===== src/design/ssl_consts.vh =====
// Constants of the status lamp and setting switch block: register offsets,
// field positions, reset values and timing counts.
// Assumes the includer runs on core_clk at 125 MHz.
//
// Behaviour
// - Run lamp dark when link down or reset
// - Run lamp steady green while communicating
// - Selector change during communication flashes error lamp
// - Error lamp steady on comm error, bad station
// - Sensor lamp dark: no amplifiers or initializing
// - Sensor lamp green when amplifier counts match
// - Sensor lamp red when amplifier counts differ
// - Codes 0-4: version 1 mode, five rates
// - Codes 5-9: version 2 mode, five rates
// - Selectors captured once at power-on only
// - Station number is tens times ten plus ones
// - Station 1-63 version 1, 1-62 version 2
// - Duplicate station number is error, operation stops
`ifndef SSL_CONSTS_VH
`define SSL_CONSTS_VH

// ----------------------------------------------------------------------
// Register offsets (byte addresses)
// ----------------------------------------------------------------------
`define SSL_ADDR_CONFIG       8'h00
`define SSL_ADDR_LAMPS        8'h04
`define SSL_ADDR_IRQ_STATUS   8'h08
`define SSL_ADDR_IRQ_MASK     8'h0C
`define SSL_ADDR_CONTROL      8'h10

// ----------------------------------------------------------------------
// Field positions
// ----------------------------------------------------------------------
`define SSL_CFG_RATE_LSB      8
`define SSL_CFG_MONITOR_BIT   11
`define SSL_CFG_INRANGE_BIT   12
`define SSL_CFG_VALID_BIT     13
`define SSL_LMP_AMPREC_LSB    8
`define SSL_LMP_AMPNOW_LSB    16
`define SSL_CTL_CLRSEL_BIT    0

// Interrupt event bits
`define SSL_IRQ_LINK_DOWN     0
`define SSL_IRQ_COMM_ERR      1
`define SSL_IRQ_SEL_CHANGE    2
`define SSL_IRQ_AMP_MISMATCH  3
`define SSL_IRQ_DUP_STATION   4
`define SSL_IRQ_WIDTH         5

// ----------------------------------------------------------------------
// Reset values and selector decode
// ----------------------------------------------------------------------
`define SSL_IRQ_MASK_RESET    5'h00
`define SSL_MODE_SPLIT        4'h5
`define SSL_CODE_LAST         4'h9
`define SSL_DIGIT_LAST        4'h9
`define SSL_STATION_MIN       7'h01
`define SSL_STATION_MAX_V1    7'h3F
`define SSL_STATION_MAX_V2    7'h3E

// ----------------------------------------------------------------------
// Timing
// ----------------------------------------------------------------------
`define SSL_CLK_PERIOD_NS     8
`define SSL_SETTLE_NS         1000
`define SSL_SETTLE_CYCLES     ((`SSL_SETTLE_NS + `SSL_CLK_PERIOD_NS - 1) / `SSL_CLK_PERIOD_NS)
`define SSL_FLASH_HALF_MS     250
`define SSL_FLASH_HALF_CYCLES (`SSL_FLASH_HALF_MS * 1000000 / `SSL_CLK_PERIOD_NS)

`endif


===== src/design/ssl_flasher.v =====
// Flash phase generator for the error lamp.
// Assumes run is a same-clock level; phase restarts lit when run rises.
`timescale 1ns/1ps

module ssl_flasher #(
    parameter [31:0] HALF_CYCLES = 32'h0000_0004
)(
    // Clock and reset
    input  wire        core_clk,
    input  wire        reset,
    // Control
    input  wire        run,
    // Phase out
    output wire        flashOn
);

    reg  [31:0] cntReg;
    reg  [31:0] cntNext;
    reg         phaseReg;
    reg         phaseNext;

    always @*
    begin
        cntNext   = cntReg;
        phaseNext = phaseReg;
        if (!run)
        begin
            cntNext   = 32'h0000_0000;
            phaseNext = 1'b1;
        end
        else if (cntReg >= HALF_CYCLES - 32'h0000_0001)
        begin
            cntNext   = 32'h0000_0000;
            phaseNext = ~phaseReg;
        end
        else
        begin
            cntNext = cntReg + 32'h0000_0001;
        end
    end

    always @(posedge core_clk)
    begin
        if (reset)
        begin
            cntReg   <= 32'h0000_0000;
            phaseReg <= 1'b1;
        end
        else
        begin
            cntReg   <= cntNext;
            phaseReg <= phaseNext;
        end
    end

    assign flashOn = phaseReg;

endmodule // ssl_flasher


===== src/design/ssl_lamp_switch.v =====
// Status lamps and power-on setting switch capture of the sensor
// communications unit, with a small register port and one interrupt.
// Assumes switch pins are asynchronous; engine and scanner inputs are on
// core_clk; reset is held at power-on.
`timescale 1ns/1ps
`include "ssl_consts.vh"

module ssl_lamp_switch #(
    parameter [31:0] FLASH_HALF_CYCLES = `SSL_FLASH_HALF_CYCLES
)(
    // Clock and reset
    input  wire        core_clk,
    input  wire        reset,
    // Setting switch pins
    input  wire [3:0]  rateSwitchPin,
    input  wire [3:0]  stationTensPin,
    input  wire [3:0]  stationOnesPin,
    // Protocol engine
    input  wire        linkActive,
    input  wire        commError,
    input  wire        dupStation,
    // Sensor chain scanner
    input  wire [4:0]  ampCount,
    input  wire        ampCountValid,
    // Register port
    input  wire [7:0]  regAddr,
    input  wire [31:0] regWdata,
    input  wire        regWrite,
    input  wire        regRead,
    output reg  [31:0] regRdata,
    // Lamps
    output reg         runLampGreen,
    output reg         errLampRed,
    output reg         ssLampGreen,
    output reg         ssLampRed,
    // Captured settings
    output wire [2:0]  linkRate,
    output wire        monitorMode,
    output wire [6:0]  stationNumber,
    output wire        stationInRange,
    output wire        settingsValid,
    output wire        operationHalt,
    // Interrupt
    output wire        irq
);

    // ------------------------------------------------------------------
    // Switch synchronisers
    // ------------------------------------------------------------------
    wire [11:0] swPins;
    reg  [11:0] swSync1Reg;
    reg  [11:0] swSync2Reg;

    assign swPins = {rateSwitchPin, stationTensPin, stationOnesPin};

    genvar gi;
    generate
        for (gi = 0; gi < 12; gi = gi + 1)
        begin : gSync
            always @(posedge core_clk)
            begin
                if (reset)
                begin
                    swSync1Reg[gi] <= 1'b0;
                    swSync2Reg[gi] <= 1'b0;
                end
                else
                begin
                    swSync1Reg[gi] <= swPins[gi];
                    swSync2Reg[gi] <= swSync1Reg[gi];
                end
            end
        end
    endgenerate

    wire [3:0] liveRate  = swSync2Reg[11:8];
    wire [3:0] liveTens  = swSync2Reg[7:4];
    wire [3:0] liveOnes  = swSync2Reg[3:0];

    // ------------------------------------------------------------------
    // Power-on capture
    // ------------------------------------------------------------------
    // The settle wait lets the synchronisers fill before the one capture.
    reg  [7:0] settleCntReg;
    reg        capturedReg;
    reg  [3:0] rateCodeReg;
    reg  [3:0] tensReg;
    reg  [3:0] onesReg;

    always @(posedge core_clk)
    begin
        if (reset)
        begin
            settleCntReg <= 8'h00;
            capturedReg  <= 1'b0;
            rateCodeReg  <= 4'h0;
            tensReg      <= 4'h0;
            onesReg      <= 4'h0;
        end
        else if (!capturedReg)
        begin
            if (settleCntReg == `SSL_SETTLE_CYCLES - 1)
            begin
                capturedReg <= 1'b1;
                rateCodeReg <= liveRate;
                tensReg     <= liveTens;
                onesReg     <= liveOnes;
            end
            else
            begin
                settleCntReg <= settleCntReg + 8'h01;
            end
        end
    end

    // ------------------------------------------------------------------
    // Setting decode
    // ------------------------------------------------------------------
    wire       rateCodeOk = (rateCodeReg <= `SSL_CODE_LAST);
    wire       isMonitor  = (rateCodeReg >= `SSL_MODE_SPLIT);
    wire [3:0] rateIdx    = isMonitor ? (rateCodeReg - `SSL_MODE_SPLIT) : rateCodeReg;
    wire       digitsOk   = (tensReg <= `SSL_DIGIT_LAST) && (onesReg <= `SSL_DIGIT_LAST);
    // Tens times ten as two shifts, summed at station-number width
    wire [6:0] tensX10    = {tensReg, 3'b000} + {2'b00, tensReg, 1'b0};
    wire [6:0] stationSum = tensX10 + {3'b000, onesReg};
    wire [6:0] stationMax = isMonitor ? `SSL_STATION_MAX_V2 : `SSL_STATION_MAX_V1;
    wire       inRange    = rateCodeOk && digitsOk
                            && (stationSum >= `SSL_STATION_MIN)
                            && (stationSum <= stationMax);

    // The master must run at this rate; nothing here can detect a mismatch
    assign linkRate       = rateIdx[2:0];
    assign monitorMode    = isMonitor;
    assign stationNumber  = stationSum;
    assign stationInRange = inRange;
    assign settingsValid  = capturedReg;

    // ------------------------------------------------------------------
    // Fault latches
    // ------------------------------------------------------------------
    reg  haltReg;
    reg  selChangedReg;
    wire swDiffers = (liveRate != rateCodeReg) || (liveTens != tensReg)
                     || (liveOnes != onesReg);
    wire selSet    = capturedReg && linkActive && swDiffers;
    wire clrSel    = regWrite && (regAddr == `SSL_ADDR_CONTROL)
                     && regWdata[`SSL_CTL_CLRSEL_BIT];

    always @(posedge core_clk)
    begin
        if (reset)
        begin
            haltReg       <= 1'b0;
            selChangedReg <= 1'b0;
        end
        else
        begin
            // Duplicate station stops operation until the next power-up
            if (dupStation)
                haltReg <= 1'b1;
            // Set wins over a software clear in the same cycle
            if (selSet)
                selChangedReg <= 1'b1;
            else if (clrSel)
                selChangedReg <= 1'b0;
        end
    end

    assign operationHalt = haltReg;

    // ------------------------------------------------------------------
    // Lamp drive
    // ------------------------------------------------------------------
    wire flashOn;

    ssl_flasher #(
        .HALF_CYCLES (FLASH_HALF_CYCLES)
    ) uFlasher (
        .core_clk (core_clk),
        .reset    (reset),
        .run      (selChangedReg),
        .flashOn  (flashOn)
    );

    reg  [4:0] ampRecReg;
    reg        ampRecValidReg;
    wire       steadyErr   = commError || !inRange || haltReg;
    wire       ampMismatch = ampRecValidReg && (ampCount != ampRecReg);

    always @(posedge core_clk)
    begin
        if (reset)
        begin
            ampRecReg      <= 5'h00;
            ampRecValidReg <= 1'b0;
        end
        else if (capturedReg && ampCountValid && !ampRecValidReg)
        begin
            ampRecReg      <= ampCount;
            ampRecValidReg <= 1'b1;
        end
    end

    always @(posedge core_clk)
    begin
        if (reset)
        begin
            runLampGreen <= 1'b0;
            errLampRed   <= 1'b0;
            ssLampGreen  <= 1'b0;
            ssLampRed    <= 1'b0;
        end
        else
        begin
            runLampGreen <= capturedReg && linkActive && !haltReg;
            if (!capturedReg)
                errLampRed <= 1'b0;
            else if (steadyErr)
                errLampRed <= 1'b1;
            else if (selChangedReg)
                errLampRed <= flashOn;
            else
                errLampRed <= 1'b0;
            if (!ampRecValidReg || (ampCount == 5'h00))
            begin
                ssLampGreen <= 1'b0;
                ssLampRed   <= 1'b0;
            end
            else
            begin
                ssLampGreen <= !ampMismatch;
                ssLampRed   <= ampMismatch;
            end
        end
    end

    // ------------------------------------------------------------------
    // Interrupt events
    // ------------------------------------------------------------------
    reg                       linkPrevReg;
    reg                       errPrevReg;
    reg                       mismPrevReg;
    reg                       haltPrevReg;
    reg                       selPrevReg;
    reg  [`SSL_IRQ_WIDTH-1:0] irqStatusReg;
    reg  [`SSL_IRQ_WIDTH-1:0] irqStatusNext;
    reg  [`SSL_IRQ_WIDTH-1:0] irqMaskReg;
    wire [`SSL_IRQ_WIDTH-1:0] events;

    assign events[`SSL_IRQ_LINK_DOWN]    = linkPrevReg && !linkActive;
    assign events[`SSL_IRQ_COMM_ERR]     = commError && !errPrevReg;
    assign events[`SSL_IRQ_SEL_CHANGE]   = selChangedReg && !selPrevReg;
    assign events[`SSL_IRQ_AMP_MISMATCH] = ampMismatch && !mismPrevReg;
    assign events[`SSL_IRQ_DUP_STATION]  = haltReg && !haltPrevReg;

    always @*
    begin
        irqStatusNext = irqStatusReg;
        if (regWrite && (regAddr == `SSL_ADDR_IRQ_STATUS))
            irqStatusNext = irqStatusNext & ~regWdata[`SSL_IRQ_WIDTH-1:0];
        // Set after clear so a same-cycle event is kept
        irqStatusNext = irqStatusNext | events;
    end

    always @(posedge core_clk)
    begin
        if (reset)
        begin
            linkPrevReg  <= 1'b0;
            errPrevReg   <= 1'b0;
            mismPrevReg  <= 1'b0;
            haltPrevReg  <= 1'b0;
            selPrevReg   <= 1'b0;
            irqStatusReg <= {`SSL_IRQ_WIDTH{1'b0}};
            irqMaskReg   <= `SSL_IRQ_MASK_RESET;
        end
        else
        begin
            linkPrevReg  <= linkActive;
            errPrevReg   <= commError;
            mismPrevReg  <= ampMismatch;
            haltPrevReg  <= haltReg;
            selPrevReg   <= selChangedReg;
            irqStatusReg <= irqStatusNext;
            if (regWrite && (regAddr == `SSL_ADDR_IRQ_MASK))
                irqMaskReg <= regWdata[`SSL_IRQ_WIDTH-1:0];
        end
    end

    assign irq = |(irqStatusReg & irqMaskReg);

    // ------------------------------------------------------------------
    // Register read
    // ------------------------------------------------------------------
    reg [31:0] rdNext;

    always @*
    begin
        rdNext = 32'h0000_0000;
        case (regAddr)
            `SSL_ADDR_CONFIG:
            begin
                rdNext[6:0]                                  = stationSum;
                rdNext[`SSL_CFG_RATE_LSB+2:`SSL_CFG_RATE_LSB] = rateIdx[2:0];
                rdNext[`SSL_CFG_MONITOR_BIT]                 = isMonitor;
                rdNext[`SSL_CFG_INRANGE_BIT]                 = inRange;
                rdNext[`SSL_CFG_VALID_BIT]                   = capturedReg;
            end
            `SSL_ADDR_LAMPS:
            begin
                rdNext[0] = runLampGreen;
                rdNext[1] = errLampRed;
                rdNext[2] = ssLampGreen;
                rdNext[3] = ssLampRed;
                rdNext[4] = selChangedReg;
                rdNext[5] = haltReg;
                rdNext[6] = ampRecValidReg;
                rdNext[`SSL_LMP_AMPREC_LSB+4:`SSL_LMP_AMPREC_LSB] = ampRecReg;
                rdNext[`SSL_LMP_AMPNOW_LSB+4:`SSL_LMP_AMPNOW_LSB] = ampCount;
            end
            `SSL_ADDR_IRQ_STATUS:
                rdNext[`SSL_IRQ_WIDTH-1:0] = irqStatusReg;
            `SSL_ADDR_IRQ_MASK:
                rdNext[`SSL_IRQ_WIDTH-1:0] = irqMaskReg;
            default:
                rdNext = 32'h0000_0000;
        endcase
    end

    // Data stand only in the cycle after the read strobe
    always @(posedge core_clk)
    begin
        if (reset)
            regRdata <= 32'h0000_0000;
        else if (regRead)
            regRdata <= rdNext;
        else
            regRdata <= 32'h0000_0000;
    end

endmodule // ssl_lamp_switch


===== config.mk =====
export PLATFORM = sky130hd
export DESIGN_NAME = ssl_lamp_switch
export DESIGN_NICKNAME = d
export VERILOG_FILES = /design/src/design/ssl_flasher.v /design/src/design/ssl_lamp_switch.v
export VERILOG_INCLUDE_DIRS = /design/src /design/src/design
export SDC_FILE = /design/constraint.sdc
export NUM_CORES = 1
export LEC_CHECK = 0
export ABC_AREA = 1
export BUFFER_PORTS_ARGS = -buffer_cell sky130_fd_sc_hd__buf_2
export CELL_PAD_IN_SITES_DETAIL_PLACEMENT = 0
export CELL_PAD_IN_SITES_GLOBAL_PLACEMENT = 1
export CORE_MARGIN = 8
export CORE_UTILIZATION = 39
export CTS_CLUSTER_SIZE = 30
export DETAILED_ROUTE_END_ITERATION = 10
export PLACE_DENSITY_LB_ADDON = 0.3
export SLEW_MARGIN = 20
export SYNTH_ARGS = -nofsm -noshare
export SYNTH_HDL_FRONTEND = slang
export SYNTH_SLANG_ARGS = --single-unit

===== constraint.sdc =====
create_clock -name core_clk -period 2.74 [get_ports core_clk]
set_input_delay 0.411 -clock core_clk [delete_from_list [all_inputs] [get_ports core_clk]]
set_output_delay 0.411 -clock core_clk [all_outputs]
set_load 0.02 [all_outputs]

## Word level (Yosys, flattened, before mapping)

Cells that the tools add are included.

- Bits in registers: 137
- Output and inout bits: 51

- Add/subtract/negate cells: 5
- Magnitude comparators: 7
- Equality and inequality tests: 9
- Multiplexer cells: 12
- Bitwise gates (word level): 11
- Reduce and logical (&&, ||, !) cells: 46

Operators by type and width:

| cell | count |
|---|---|
| 32-bit by 1-bit adder with 32-bit output (second input constant) | 1 |
| 32-bit by 25-bit >= comparator with 1-bit output (second input constant) | 1 |
| 5-bit case mux with 4 select lines | 1 |
| 1-bit logical AND | 19 |
| 8-bit by 4-bit == test with 1-bit output (second input constant) | 2 |
| 4-bit <= comparator (second input constant) | 3 |
| 4-bit != test | 3 |
| 5-bit AND | 2 |
| 5-bit case mux with 2 select lines | 1 |
| 1-bit zero test | 9 |
| 3-bit OR reduction | 3 |
| 8-bit by 1-bit adder with 8-bit output (second input constant) | 1 |
| 8-bit by 3-bit == test with 1-bit output (second input constant) | 1 |
| 8-bit by 5-bit == test with 1-bit output (second input constant) | 1 |
| 8-bit by 7-bit == test with 1-bit output (second input constant) | 1 |
| 8-bit zero test | 1 |
| 2-bit OR reduction | 4 |
| 7-bit by 4-bit adder with 7-bit output | 1 |
| 7-bit by 5-bit adder with 7-bit output | 1 |
| 7-bit by 1-bit >= comparator with 1-bit output (second input constant) | 1 |
| 7-bit by 6-bit <= comparator with 1-bit output | 1 |
| 1-bit 2-to-1 mux | 7 |
| 1-bit NOT | 7 |
| 5-bit zero test | 1 |
| 12 further kinds | 17 |

## Depth between registers and ports, before layout

Gate-level depths: netlist (run 1).

- Word-level depth: 9
- Gate-level depth with buffers: 14
- Gate-level depth less buffers: 14

## Hierarchy

A second synthesis (run 1) with hierarchy kept.

- Cell total of the unflattened synthesis: 766
- Area, all modules: 5721.7 um2

By module, submodules not included:

| module | instances | cells an instance | area each (um2) | seq. area each (um2) |
|---|---|---|---|---|
| ssl_lamp_switch | 1 | 520 | 4007.6 | 1801.7 |
| ssl_flasher | 1 | 246 | 1714.1 | 660.6 |

## Worst setup path after synthesis (run 1)

No wires, ideal clock.

- Path type: register to output
- From: register tensReg[2]
- To: output stationInRange
- Arrival: 2339 ps
- Slack: -10 ps
- Stages on the path, launching flop included: 8
- Buffers on the path: 0
- Cell sequence: dfxtp_1 -> fa_1 -> fa_1 -> xor2_1 -> inv_1 -> nor2_1 -> nand3_1 -> and3_1

- Longest elaborated chain between the ends: 5
- Elaborated cells between the ends (all ways): 9

RTL lines:

| element | line | text |
|---|---|---|
| from (decl) | ssl_lamp_switch.v:87 | `reg [3:0] tensReg;` |
| from (signal assigned) | ssl_lamp_switch.v:106 | `tensReg <= liveTens;` |
| 7-bit by 5-bit adder with 7-bit output * | ssl_lamp_switch.v:124 | `wire [6:0] tensX10 = {tensReg, 3'b000} + {2'b00, tensReg, 1'b0};` |
| 7-bit by 4-bit adder with 7-bit output * | ssl_lamp_switch.v:125 | `wire [6:0] stationSum = tensX10 + {3'b000, onesReg};` |
| named net stationNumber[4] | ssl_lamp_switch.v:39 | `output wire [6:0] stationNumber,` |
| 7-bit by 1-bit >= comparator with 1-bit output (no source line) | -- |  |
| 1-bit logical AND | ssl_lamp_switch.v:127 | `wire inRange = rateCodeOk && digitsOk` |
| 1-bit logical AND * | ssl_lamp_switch.v:127 |  |
| to (decl) | ssl_lamp_switch.v:40 | `output wire stationInRange,` |

The timed path passes the listed nets; every way through them passes the cells marked *.

## Worst setup path after layout (run 1)

- From: register tensReg[2]
- To: output stationInRange

- Longest elaborated chain between the ends: 5
- Elaborated cells between the ends (all ways): 9

RTL lines:

| element | line |
|---|---|
| 7-bit by 5-bit adder with 7-bit output or 4-bit <= comparator (tied branches) | -- |
| 7-bit by 4-bit adder with 7-bit output or 1-bit logical AND (tied branches) | ssl_lamp_switch.v:125, ssl_lamp_switch.v:122 |
| 7-bit by 1-bit >= comparator with 1-bit output (no source line) or 1-bit logical AND (tied branches) | -- |
| 1-bit logical AND | ssl_lamp_switch.v:127 |
| 1-bit logical AND * | ssl_lamp_switch.v:127 |

Mark *: on every way between the ends. The rest lies on a longest branch, timed or not.

==> impl_metrics.csv, run 1 <==
group,metric,value,unit
routing,dr.pass1.iters,5,
floorplan,rows,44,
clock_network,hold_buffers,0,
placement,port_buffers,74,
timing,clock.fmax,339,MHz
layout,final_layout_size_suffix_gt1_share,18.0,%
placement,dpl.cell_count,1022,
synth,synthXorXnorAreaFrac,5.46,%
pwr,p_clk_share,51.7,%
clock_network,htreeDepth,4,
floorplan,die_h,136,um
synth,synth_compound_area_share,8.35,%
floorplan,core_area,0.0143,mm^2
timing,period_share,108,%
synth,ys_warn_count,0,
floorplan,die_area,0.0185,mm^2
placement,dp_hpwl,10.0,mm
pwr,p_comb_share,3.7,%
setup_path,crit_fanout,3,
routing,drt_wl_total,13.3,mm
routing,drt-initial-drc-count,220,
setup_path,crit_type,"reg2out",
synth,synth_async_sr_flop_share,0,%
routing,drc,0,
setup_path,start_kind,"flop",
timing,period_needed,2.95,ns
timing,drv_slew,0,
setup_path,worstPathArrival,2.54,ns
status,status,"complete, but fails checks",
hold_path,hold_class,"in2reg",
timing,hold_violations,0,
synth,synth_area_leader_cell,"dfxtp_1",
global_route,grt_max_degree,42,
layout,stdcell_count,1062,
synth,ys_types,39,
timing,rsz0062_at_grt,"yes",
routing,postRouteAntennaNets,0,
synth,syn_area_per_cell,7.33,um^2
pwr,power.switching,0.939,mW
synth,muxShareOfSynthArea,0,%
pwr,p_leak,3.02,nW
layout,final_common_cell,"nand2_1",
synth,synthSimpleGateAreaFrac,27.0,%
pwr,powerDensity,600,mW/mm^2
pwr,p_int,3.17,mW
timing,maxSlewHeadroom,64.5,%
synth,syn-cell-area,0.00562,mm^2
synth,synth_top_family_by_area,"simple AND/OR/NAND/NOR gates",
setup_path,critPathCaptureType,"output pin",
synth,ys_seq_elements,123,
clock_network,clk-insertion-delay-late,0.41,ns
global_route,globalRouteOverflowTotal,0,
floorplan,die_w,136,um
clock_network,numClockSinks,123,
clock_network,root_buffer,"clkbuf_16",
layout,antenna_cells,0,
timing,worst_pin_slew,0.528,ns
global_route,grt_usage,14.6,%
pwr,seq_power_share,44.7,%
job,maxCapViolCount,0,
routing,post_drt_wl_per_cell,12.5,um
floorplan,pin_count,116,
placement,place_congestion,0.816,
synth,ys.flop_type,"dfxtp_1",
status,violations,"setup timing",
timing,fin_skew,0.00642,ns
synth,synth_cells,766,
floorplan,start_util,39.2,%
pwr,swShare,22.9,%
routing,vias,4869,
layout,fin_nets,945,
synth,synthTopCellsByArea,"dfxtp_1, nand2_1, nor2_1",
placement,dp_worst_setup_slack,0.0354,ns
clock_network,cts_tree,"done",
clock_network,clkTransAtPathRegs,0.06,ns
synth,synth-edff-count,0,
timing,setup_viol,1,
layout,syn_to_final_growth,22.0,%
setup_path,crit_required,2.33,ns
synth,synthAdderAreaFrac,3.61,%
global_route,grt_pass1_wl,21.4,mm
synth,seq_area_frac_synth,43.8,%
global_route,grt_pass1_vias,4601,
clock_network,numCtsBuffers,17,
synth,post-synth-top-area-fraction,43.8,%
routing,avgViaCountPerCell,4.58,
timing,fin_ws,-0.211,ns
pwr,ir_worst_vdd,450,uV
layout,layout_common_cells,"nand2_1, nor2_1, inv_1, dfxtp_1, buf_2",
global_route,antenna_found_initial,0,
clock_network,cts_buffer_depth,2,
-- logic make-up after synthesis --
| group | count (synthesis) |
|---|---|
| AOI/OAI and AO/OA | 89 |
| xor gates and xnor gates | 35 |
| and+or+nand+nor | 350 |
| buffers and inverters | 153 |
| adders and majority gates | 15 |
| DFF | 123 |
| other | 1 |
-- final cells by class --
class | instances | area (um^2)
Fill cell | 1464 | 7460
Multi-Input combinational cell | 510 | 2610
Sequential cell | 123 | 2470
Timing Repair Buffer | 90 | 503
Inverter | 123 | 463
Clock buffer | 19 | 453
Tap cell | 184 | 230
Clock inverter | 13 | 115
-- layer usage --
metal	global-route usage, %	part of all wire [%]	vias up
met5	0	0	-
met4	6.10	1.8	0
met3	4.62	8.0	23
met2	22.0	43	146
met1	18.9	47	2147
li1	-	-	2553
-- synth_stat cells (2+ instances only) --
| cell type | n |
|---|---|
| nor3_4 | 2 |
| nand3b_1 | 3 |
| buf_2 | 4 |
| a21oi_1 | 41 |
| fa_1 | 2 |
| o22ai_1 | 6 |
| nand3_1 | 44 |
| nor2_1 | 132 |
| xnor2_1 | 18 |
| nor3_1 | 11 |
| buf_6 | 2 |
| nand4_1 | 10 |
| xor2_1 | 17 |
| clkbuf_1 | 8 |
| inv_2 | 3 |
| inv_1 | 118 |
| nor3_2 | 2 |
| nor3b_1 | 2 |
| nor2_2 | 2 |
| ha_1 | 13 |
| nand2_1 | 134 |
| dfxtp_1 | 123 |
| buf_4 | 16 |
| o21ai_0 | 38 |
-- per-stage QoR --
step	total power, mW	hold slack (ns)	setup TNS [ns]	util (%)	instance area, um^2
floorplan	1.98	0.388	0	-	5700
global placement	2.02	0.397	0	43.1	6170
detailed placement	2.03	0.392	0	43.1	6170
CTS	4.16	0.182	-0.218	47.7	6830
global route	4.26	0.190	-0.343	47.9	6850
finish	4.11	0.198	-0.211	47.9	6850
-- power by group through the flow --
stage	clock network [mW]	registers, mW	logic, mW
6_report	2.12	1.84	0.150
5_1_grt	2.25	1.84	0.172
4_1_cts	2.18	1.84	0.150
3_5_place_dp	0	1.88	0.149
3_3_place_gp	0	1.88	0.147
2_1_floorplan	0	1.87	0.109
-- state kept, by name (all words and copies together) (netlist names), 4 cells and up --
| signal | count |
|---|---|
| settleCntReg | 8 |
| tensReg | 4 |
| liveTens | 4 |
| uFlasher.cntReg | 32 |
| rateCodeReg | 4 |
| onesReg | 4 |
| irqStatusReg | 5 |
| liveRate | 4 |
| regRdata | 18 |
| irqMaskReg | 5 |
| ampRecReg | 5 |
| swSync1Reg | 12 |
| liveOnes | 4 |
-- critical path, cell delays in order, from the launching register on --
cell and delay (ns):
dfxtp_2 0.33, fa_2 0.60, fa_2 0.45, buf_6 0.13, nor2_1 0.07, nand2_1 0.06
nor2_1 0.08, nand2_1 0.10, and3_4 0.20, buf_6 0.12
-- worst paths after layout --
path / start / depth (start not counted) / to / slack, ns
worst max register to register: tensReg[1]$_SDFFE_PP0P_ / 10 / regRdata[12]$_SDFF_PP0_ / 0.50
worst min-delay path: rateSwitchPin[0] / 3 / swSync1Reg[8]$_SDFF_PP0_ / 0.20
worst min register to register: swSync1Reg[7]$_SDFF_PP0_ / 2 / liveTens[3]$_SDFF_PP0_ / 0.40
worst max-delay path: tensReg[2]$_SDFFE_PP0P_ / 9 / stationInRange / -0.21
-- what timing repair did --
item / in CTS / in global routing
hold endpoints to repair: 0 / 0
setup endpoints to repair: 2 / 2
buffers inserted: 7 / 1
gates resized for setup: 16 / 7
pin swaps: 5 / 1
Power figures use the tool's default switching activity.
==> run 2, diff against run 1 <==
--- a/config.mk
+++ b/config.mk
@@ -11,7 +11,7 @@
 export CELL_PAD_IN_SITES_DETAIL_PLACEMENT = 0
 export CELL_PAD_IN_SITES_GLOBAL_PLACEMENT = 1
 export CORE_MARGIN = 8
-export CORE_UTILIZATION = 39
+export CORE_UTILIZATION = 30
 export CTS_CLUSTER_SIZE = 30
 export DETAILED_ROUTE_END_ITERATION = 10
 export PLACE_DENSITY_LB_ADDON = 0.3
==> run 2 against run 1 <==
The run still ends with setup timing left. Clock-buffer cell count is 1 higher. Final cell count is 4.5% higher. Largest power group unchanged. Largest cell class unchanged. First-iteration DRC count is 13% lower. Via count is 2.1% lower. Register-to-register slack worse by 0.03 ns. Wire length is 4.2% higher. Clock skew is 0.0015 ns higher. Setup slack better by 0.0065 ns. Critical path type unchanged. Worst hold slack worse by 0.0060 ns.
==> impl_metrics.csv, run 2 (synthesized netlist as in run 1, its figures left out) <==
group,metric,value,unit
status,status,"complete, but fails checks",
status,violations,"setup timing",
pwr,p_clk_share,55.0,%
routing,avgViaCountPerCell,4.29,
pwr,powerDensity,630,mW/mm^2
layout,stdcell_area,0.00701,mm^2
timing,worst_pin_slew,0.572,ns
timing,drv_slew,0,
setup_path,worstPathArrival,2.53,ns
timing,maxSlewHeadroom,61.6,%
setup_path,crit_required,2.33,ns
layout,largestRegisters,"uFlasher.cntReg (32), regRdata (18), swSync1Reg (12)",
global_route,grt.busiest_layer,"met2",
timing,hold_ws,0.192,ns
pwr,power.switching,0.966,mW
pwr,swShare,21.9,%
timing,fin_ws,-0.205,ns
clock_network,numCtsBuffers,17,
routing,drt-initial-drc-count,191,
placement,port_buffers,74,
hold_path,min_delay_path_depth,3,
timing,rsz0062_at_grt,"yes",
pwr,p_comb_share,3.4,%
clock_network,htreeDepth,4,
layout,syn_to_final_growth,24.8,%
floorplan,start_util,30.3,%
clock_network,root_buffer,"clkbuf_16",
pwr,seq_power_share,41.6,%
clock_network,cts_tree,"done",
layout,layout_common_cells,"nand2_1, nor2_1, dfxtp_1, inv_1, buf_2",
layout,largest_reg_flops,32,
floorplan,core_area,0.0185,mm^2
routing,drc,0,
routing,dr.pass1.iters,4,
placement,post_dp_cell_area,0.00625,mm^2
global_route,met1_usage,14.8,%
placement,place_congestion,0.783,
timing,period_share,107,%
job,maxCapViolCount,0,
floorplan,pin_count,116,
floorplan,die_h,153,um
clock_network,clk-insertion-delay-late,0.42,ns
setup_path,crit_fanout,4,
global_route,grt_pass1_vias,4775,
setup_path,reg2regPathDepth,9,
layout,final_common_cell,"nand2_1",
routing,postRouteAntennaNets,0,
setup_path,crit_type,"reg2out",
clock_network,numClockSinks,123,
layout,fin_nets,943,
global_route,met2_usage,20.9,%
global_route,antenna_found_initial,0,
setup_path,start_kind,"flop",
setup_path,critPathCaptureType,"output pin",
placement,dp_hpwl,10.5,mm
global_route,globalRouteOverflowTotal,0,
timing,hold_violations,0,
timing,finalSetupTns,-0.205,ns
routing,post_drt_wl_per_cell,12.5,um
clock_network,cts_buffer_depth,2,
pwr,ir_worst_vdd,440,uV
routing,drt_wl_total,13.9,mm
floorplan,die_area,0.0234,mm^2
timing,fin_skew,0.00793,ns
global_route,grt_max_degree,42,
layout,final_layout_size_suffix_gt1_share,17.9,%
global_route,globalRouteMet3Util,3.86,%
clock_network,clkTransAtPathRegs,0.06,ns
pwr,total_power,4.42,mW
timing,period_needed,2.94,ns
global_route,grt_pass1_wl,23.5,mm
floorplan,die_w,153,um
pwr,p_int,3.45,mW
layout,antenna_cells,0,
global_route,grt_usage,12.5,%
layout,largest-register,"uFlasher.cntReg",
timing,setup_viol,1,
pwr,p_leak,3.02,nW
timing,clock.fmax,340,MHz
routing,vias,4766,
floorplan,rows,50,
hold_path,hold_class,"in2reg",
layout,utilization,37.9,%
[run 2: routing by layer]
| layer | wire [um] | up-vias |
|---|---|---|
| li1 | - | 2554 |
| met1 | 6540 | 2108 |
| met2 | 6470 | 82 |
| met3 | 624 | 22 |
| met4 | 259 | 0 |
| met5 | 0 | - |
[run 2: worst paths after layout]
path	from	to	slack (ns)
worst max-delay path	tensReg[0]$_SDFFE_PP0P_	stationInRange	-0.20
worst min-delay path	stationOnesPin[2]	swSync1Reg[2]$_SDFF_PP0_	0.19
worst max register to register	tensReg[0]$_SDFFE_PP0P_	regRdata[12]$_SDFF_PP0_	0.47
worst min register to register	swSync1Reg[8]$_SDFF_PP0_	liveRate[0]$_SDFF_PP0_	0.40
[run 2: power by group through the flow]
stage               combinational (mW)  clock, mW  sequential [mW]
global placement                 0.151          0             1.88
finish                           0.150       2.43             1.84
detailed placement               0.151          0             1.88
global route                     0.171       2.58             1.84
CTS                              0.151       2.49             1.84
floorplan                        0.109          0             1.87
[run 2: cell type report]
class / instances / area [um^2]
clock inverters: 12 / 186
well taps: 234 / 293
repair buffers: 88 / 495
inverters: 123 / 463
flip-flops and latches: 123 / 2470
clock buffers: 20 / 457
fillers: 1991 / 11500
multi-input cells: 510 / 2640
[run 2: metrics by stage]
stage | std cells | setup WS, ns
after global placement | 1074 | 0.0697
after detailed placement | 1074 | 0.0888
after floorplan | 786 | 0.0485
after global routing | 1110 | -0.337
after CTS | 1109 | -0.232
final | 1110 | -0.205
[run 2: repair_timing]
item | CTS | global route
pin swaps | 3 | 5
hold buffers | 0 | 0
endpoints found under the setup margin | 2 | 2
buffers inserted | 3 | 1
resized for setup | 11 | 16
[run 2: critical path: stages, from the launching register on]
cell	delay [ns]
dfxtp_4	0.37
fa_2	0.47
fa_2	0.56
nor3b_2	0.15
nand2_1	0.06
nor2_1	0.09
nand3_1	0.10
and3_4	0.19
buf_6	0.13
==> run 3, diff against run 2 <==
--- a/config.mk
+++ b/config.mk
@@ -12,9 +12,11 @@
 export CELL_PAD_IN_SITES_GLOBAL_PLACEMENT = 1
 export CORE_MARGIN = 8
 export CORE_UTILIZATION = 30
+export CTS_BUF_LIST = sky130_fd_sc_hd__clkbuf_8
 export CTS_CLUSTER_SIZE = 30
 export DETAILED_ROUTE_END_ITERATION = 10
 export PLACE_DENSITY_LB_ADDON = 0.3
+export SKIP_LAST_GASP = 1
 export SLEW_MARGIN = 20
 export SYNTH_ARGS = -nofsm -noshare
 export SYNTH_HDL_FRONTEND = slang
==> run 3 against run 2 <==
The run still ends with setup timing left. Register-to-register slack is essentially flat. Via count shrank 0.40%. Design area shrank 3.2%. Clock skew up 0.0048 ns. Critical path type unchanged.
==> impl_metrics.csv, run 3 (synthesized netlist as in run 1, its figures left out) <==
group,metric,value,unit
setup_path,critPathCaptureType,"output pin",
hold_path,hold_class,"in2reg",
timing,drv_slew,0,
placement,port_buffers,74,
status,violations,"setup timing",
timing,fin_skew,0.0127,ns
hold_path,min_from,"stationOnesPin[2]",
setup_path,crit_type,"reg2out",
routing,dr_wl_met2,6.41,mm
placement,dp_worst_setup_slack,0.0888,ns
setup_path,start_kind,"flop",
floorplan,die_h,153,um
placement,place_congestion,0.783,
layout,syn_to_final_growth,20.7,%
routing,met1_length,6.66,mm
routing,drt-initial-drc-count,221,
layout,largestRegisters,"uFlasher.cntReg (32), regRdata (18), swSync1Reg (12)",
timing,period_share,109,%
timing,hold_violations,0,
setup_path,cp_slowest_cell,"fa_2",
global_route,antenna_found_initial,0,
clock_network,htreeDepth,4,
clock_network,cts_buffer_depth,2,
layout,final_layout_size_suffix_gt1_share,17.2,%
routing,dr.pass1.iters,4,
floorplan,pin_count,116,
timing,period_needed,2.98,ns
layout,largest_reg_flops,32,
routing,wl_met3,497,um
routing,vias,4747,
timing,clock.fmax,335,MHz
layout,utilization,36.6,%
clock_network,clk-insertion-delay-late,0.44,ns
global_route,grt_pass1_vias,4740,
pwr,powerDensity,561,mW/mm^2
status,status,"complete, but fails checks",
setup_path,path_cells,"fa_1 -> fa_2 -> nor3b_2 -> nand2_1 -> nor2_1 -> nand3_1 -> and3_4 -> buf_6",
routing,avgViaCountPerCell,4.28,
layout,regArea,0.00247,mm^2
timing,maxSlewHeadroom,62.0,%
routing,post_drt_wl_per_cell,12.4,um
setup_path,cp-startpoint,"tensReg[0]$_SDFFE_PP0P_",
placement,dp_hpwl,10.5,mm
routing,highest_layer,"met4",
global_route,globalRouteOverflowTotal,0,
setup_path,worstPathArrival,2.57,ns
timing,rsz0062_at_grt,"yes",
floorplan,core_area,0.0185,mm^2
floorplan,die_area,0.0234,mm^2
timing,worst_pin_slew,0.571,ns
clock_network,numClockSinks,123,
job,maxCapViolCount,0,
timing,hold_ws,0.170,ns
layout,antenna_cells,0,
clock_network,cts_tree,"done",
layout,stdcell_area,0.00678,mm^2
floorplan,rows,50,
setup_path,crit_required,2.33,ns
routing,postRouteAntennaNets,0,
setup_path,r2r_start,"tensReg[0]$_SDFFE_PP0P_",
pwr,p_leak,2.94,nW
layout,final_common_cell,"nand2_1",
setup_path,crit_fanout,3,
floorplan,die_w,153,um
global_route,grt_pass1_wl,23.2,mm
clock_network,hold_buffers,0,
global_route,grt_max_degree,42,
pwr,ir_worst_vdd,283,uV
clock_network,root_buffer,"clkbuf_8",
layout,n_fill_cell,2026,
routing,drt_wl_total,13.8,mm
layout,largest-register,"uFlasher.cntReg",
global_route,grt_usage,12.3,%
clock_network,clkTransAtPathRegs,0.08,ns
routing,drc,0,
setup_path,slowest_delay,0.56,ns
placement,post_dp_cell_area,0.00625,mm^2
layout,multi_input_area,0.00261,mm^2
clock_network,numCtsBuffers,17,
floorplan,start_util,30.3,%
layout,layout_common_cells,"nand2_1, nor2_1, inv_1, dfxtp_1, buf_2",
timing,setup_viol,1,
timing,fin_ws,-0.245,ns
layout,fin_nets,943,
run 3: changes by cell type in the layout (fill, tap and decap cells not counted), moves of 2 or more:
cell / delta
buf_4: +2
nor2_2: -2
clkbuf_8: +17
ha_4: -2
ha_1: +2
nor2_1: +2
clkbuf_16: -17
run 3: layout make-up:
cell class                 instances  share of cell area [%]
multi-input combinational        510                    38.5
sequential                       123                    36.4
timing repair buffer              88                    7.29
inverter                         123                    6.83
tap                              234                    4.32
clock buffer                      19                    3.86
clock inverter                    13                    2.80
run 3: final timing paths:
check	end	slack [ns]	cells past startpoint
setup / recovery	stationInRange	-0.24	8
hold / removal	swSync1Reg[2]$_SDFF_PP0_	0.17	3
setup reg to reg	regRdata[12]$_SDFF_PP0_	0.47	9
hold reg to reg	liveRate[0]$_SDFF_PP0_	0.39	2
run 3: report_power, final:
| group | total, mW | internal, mW | switching [mW] | leakage (nW) |
|---|---|---|---|---|
| sequential | 1.83 | 1.82 | 0.0164 | 1.00 |
| clock | 1.82 | 1.05 | 0.774 | 0.220 |
| combinational | 0.150 | 0.0517 | 0.0979 | 1.72 |
| total | 3.80 | 2.92 | 0.888 | 2.94 |
run 3: timing repair:
item,in CTS,in global routing
setup endpoints to repair,2,3
buffers inserted,4,0
resized for setup,12,9
pin swaps,3,3
run 3: layer usage:
layer / global-route usage (%) / up-vias
li1: - / 2555
met1: 14.8 / 2110
met2: 20.7 / 68
met3: 3.52 / 14
met4: 4.10 / 0
met5: 0 / -
run 3: worst max-delay path, delay by kind of cell (launching register included):
family / cells / cell delay [ns]
buffers and inverters: 1 / 0.12
flip-flops: 1 / 0.36
adder cells (fa/ha/maj): 2 / 1.06
AND/OR/NAND/NOR: 5 / 0.59
run 3: stage by stage:
step                      power, mW  cells  setup TNS (ns)
after floorplan                1.98    786               0
after global placement         2.03   1074               0
after detailed placement       2.03   1074               0
after CTS                      3.86   1110          -0.263
after global routing           3.97   1110          -0.446
final                          3.80   1110          -0.245
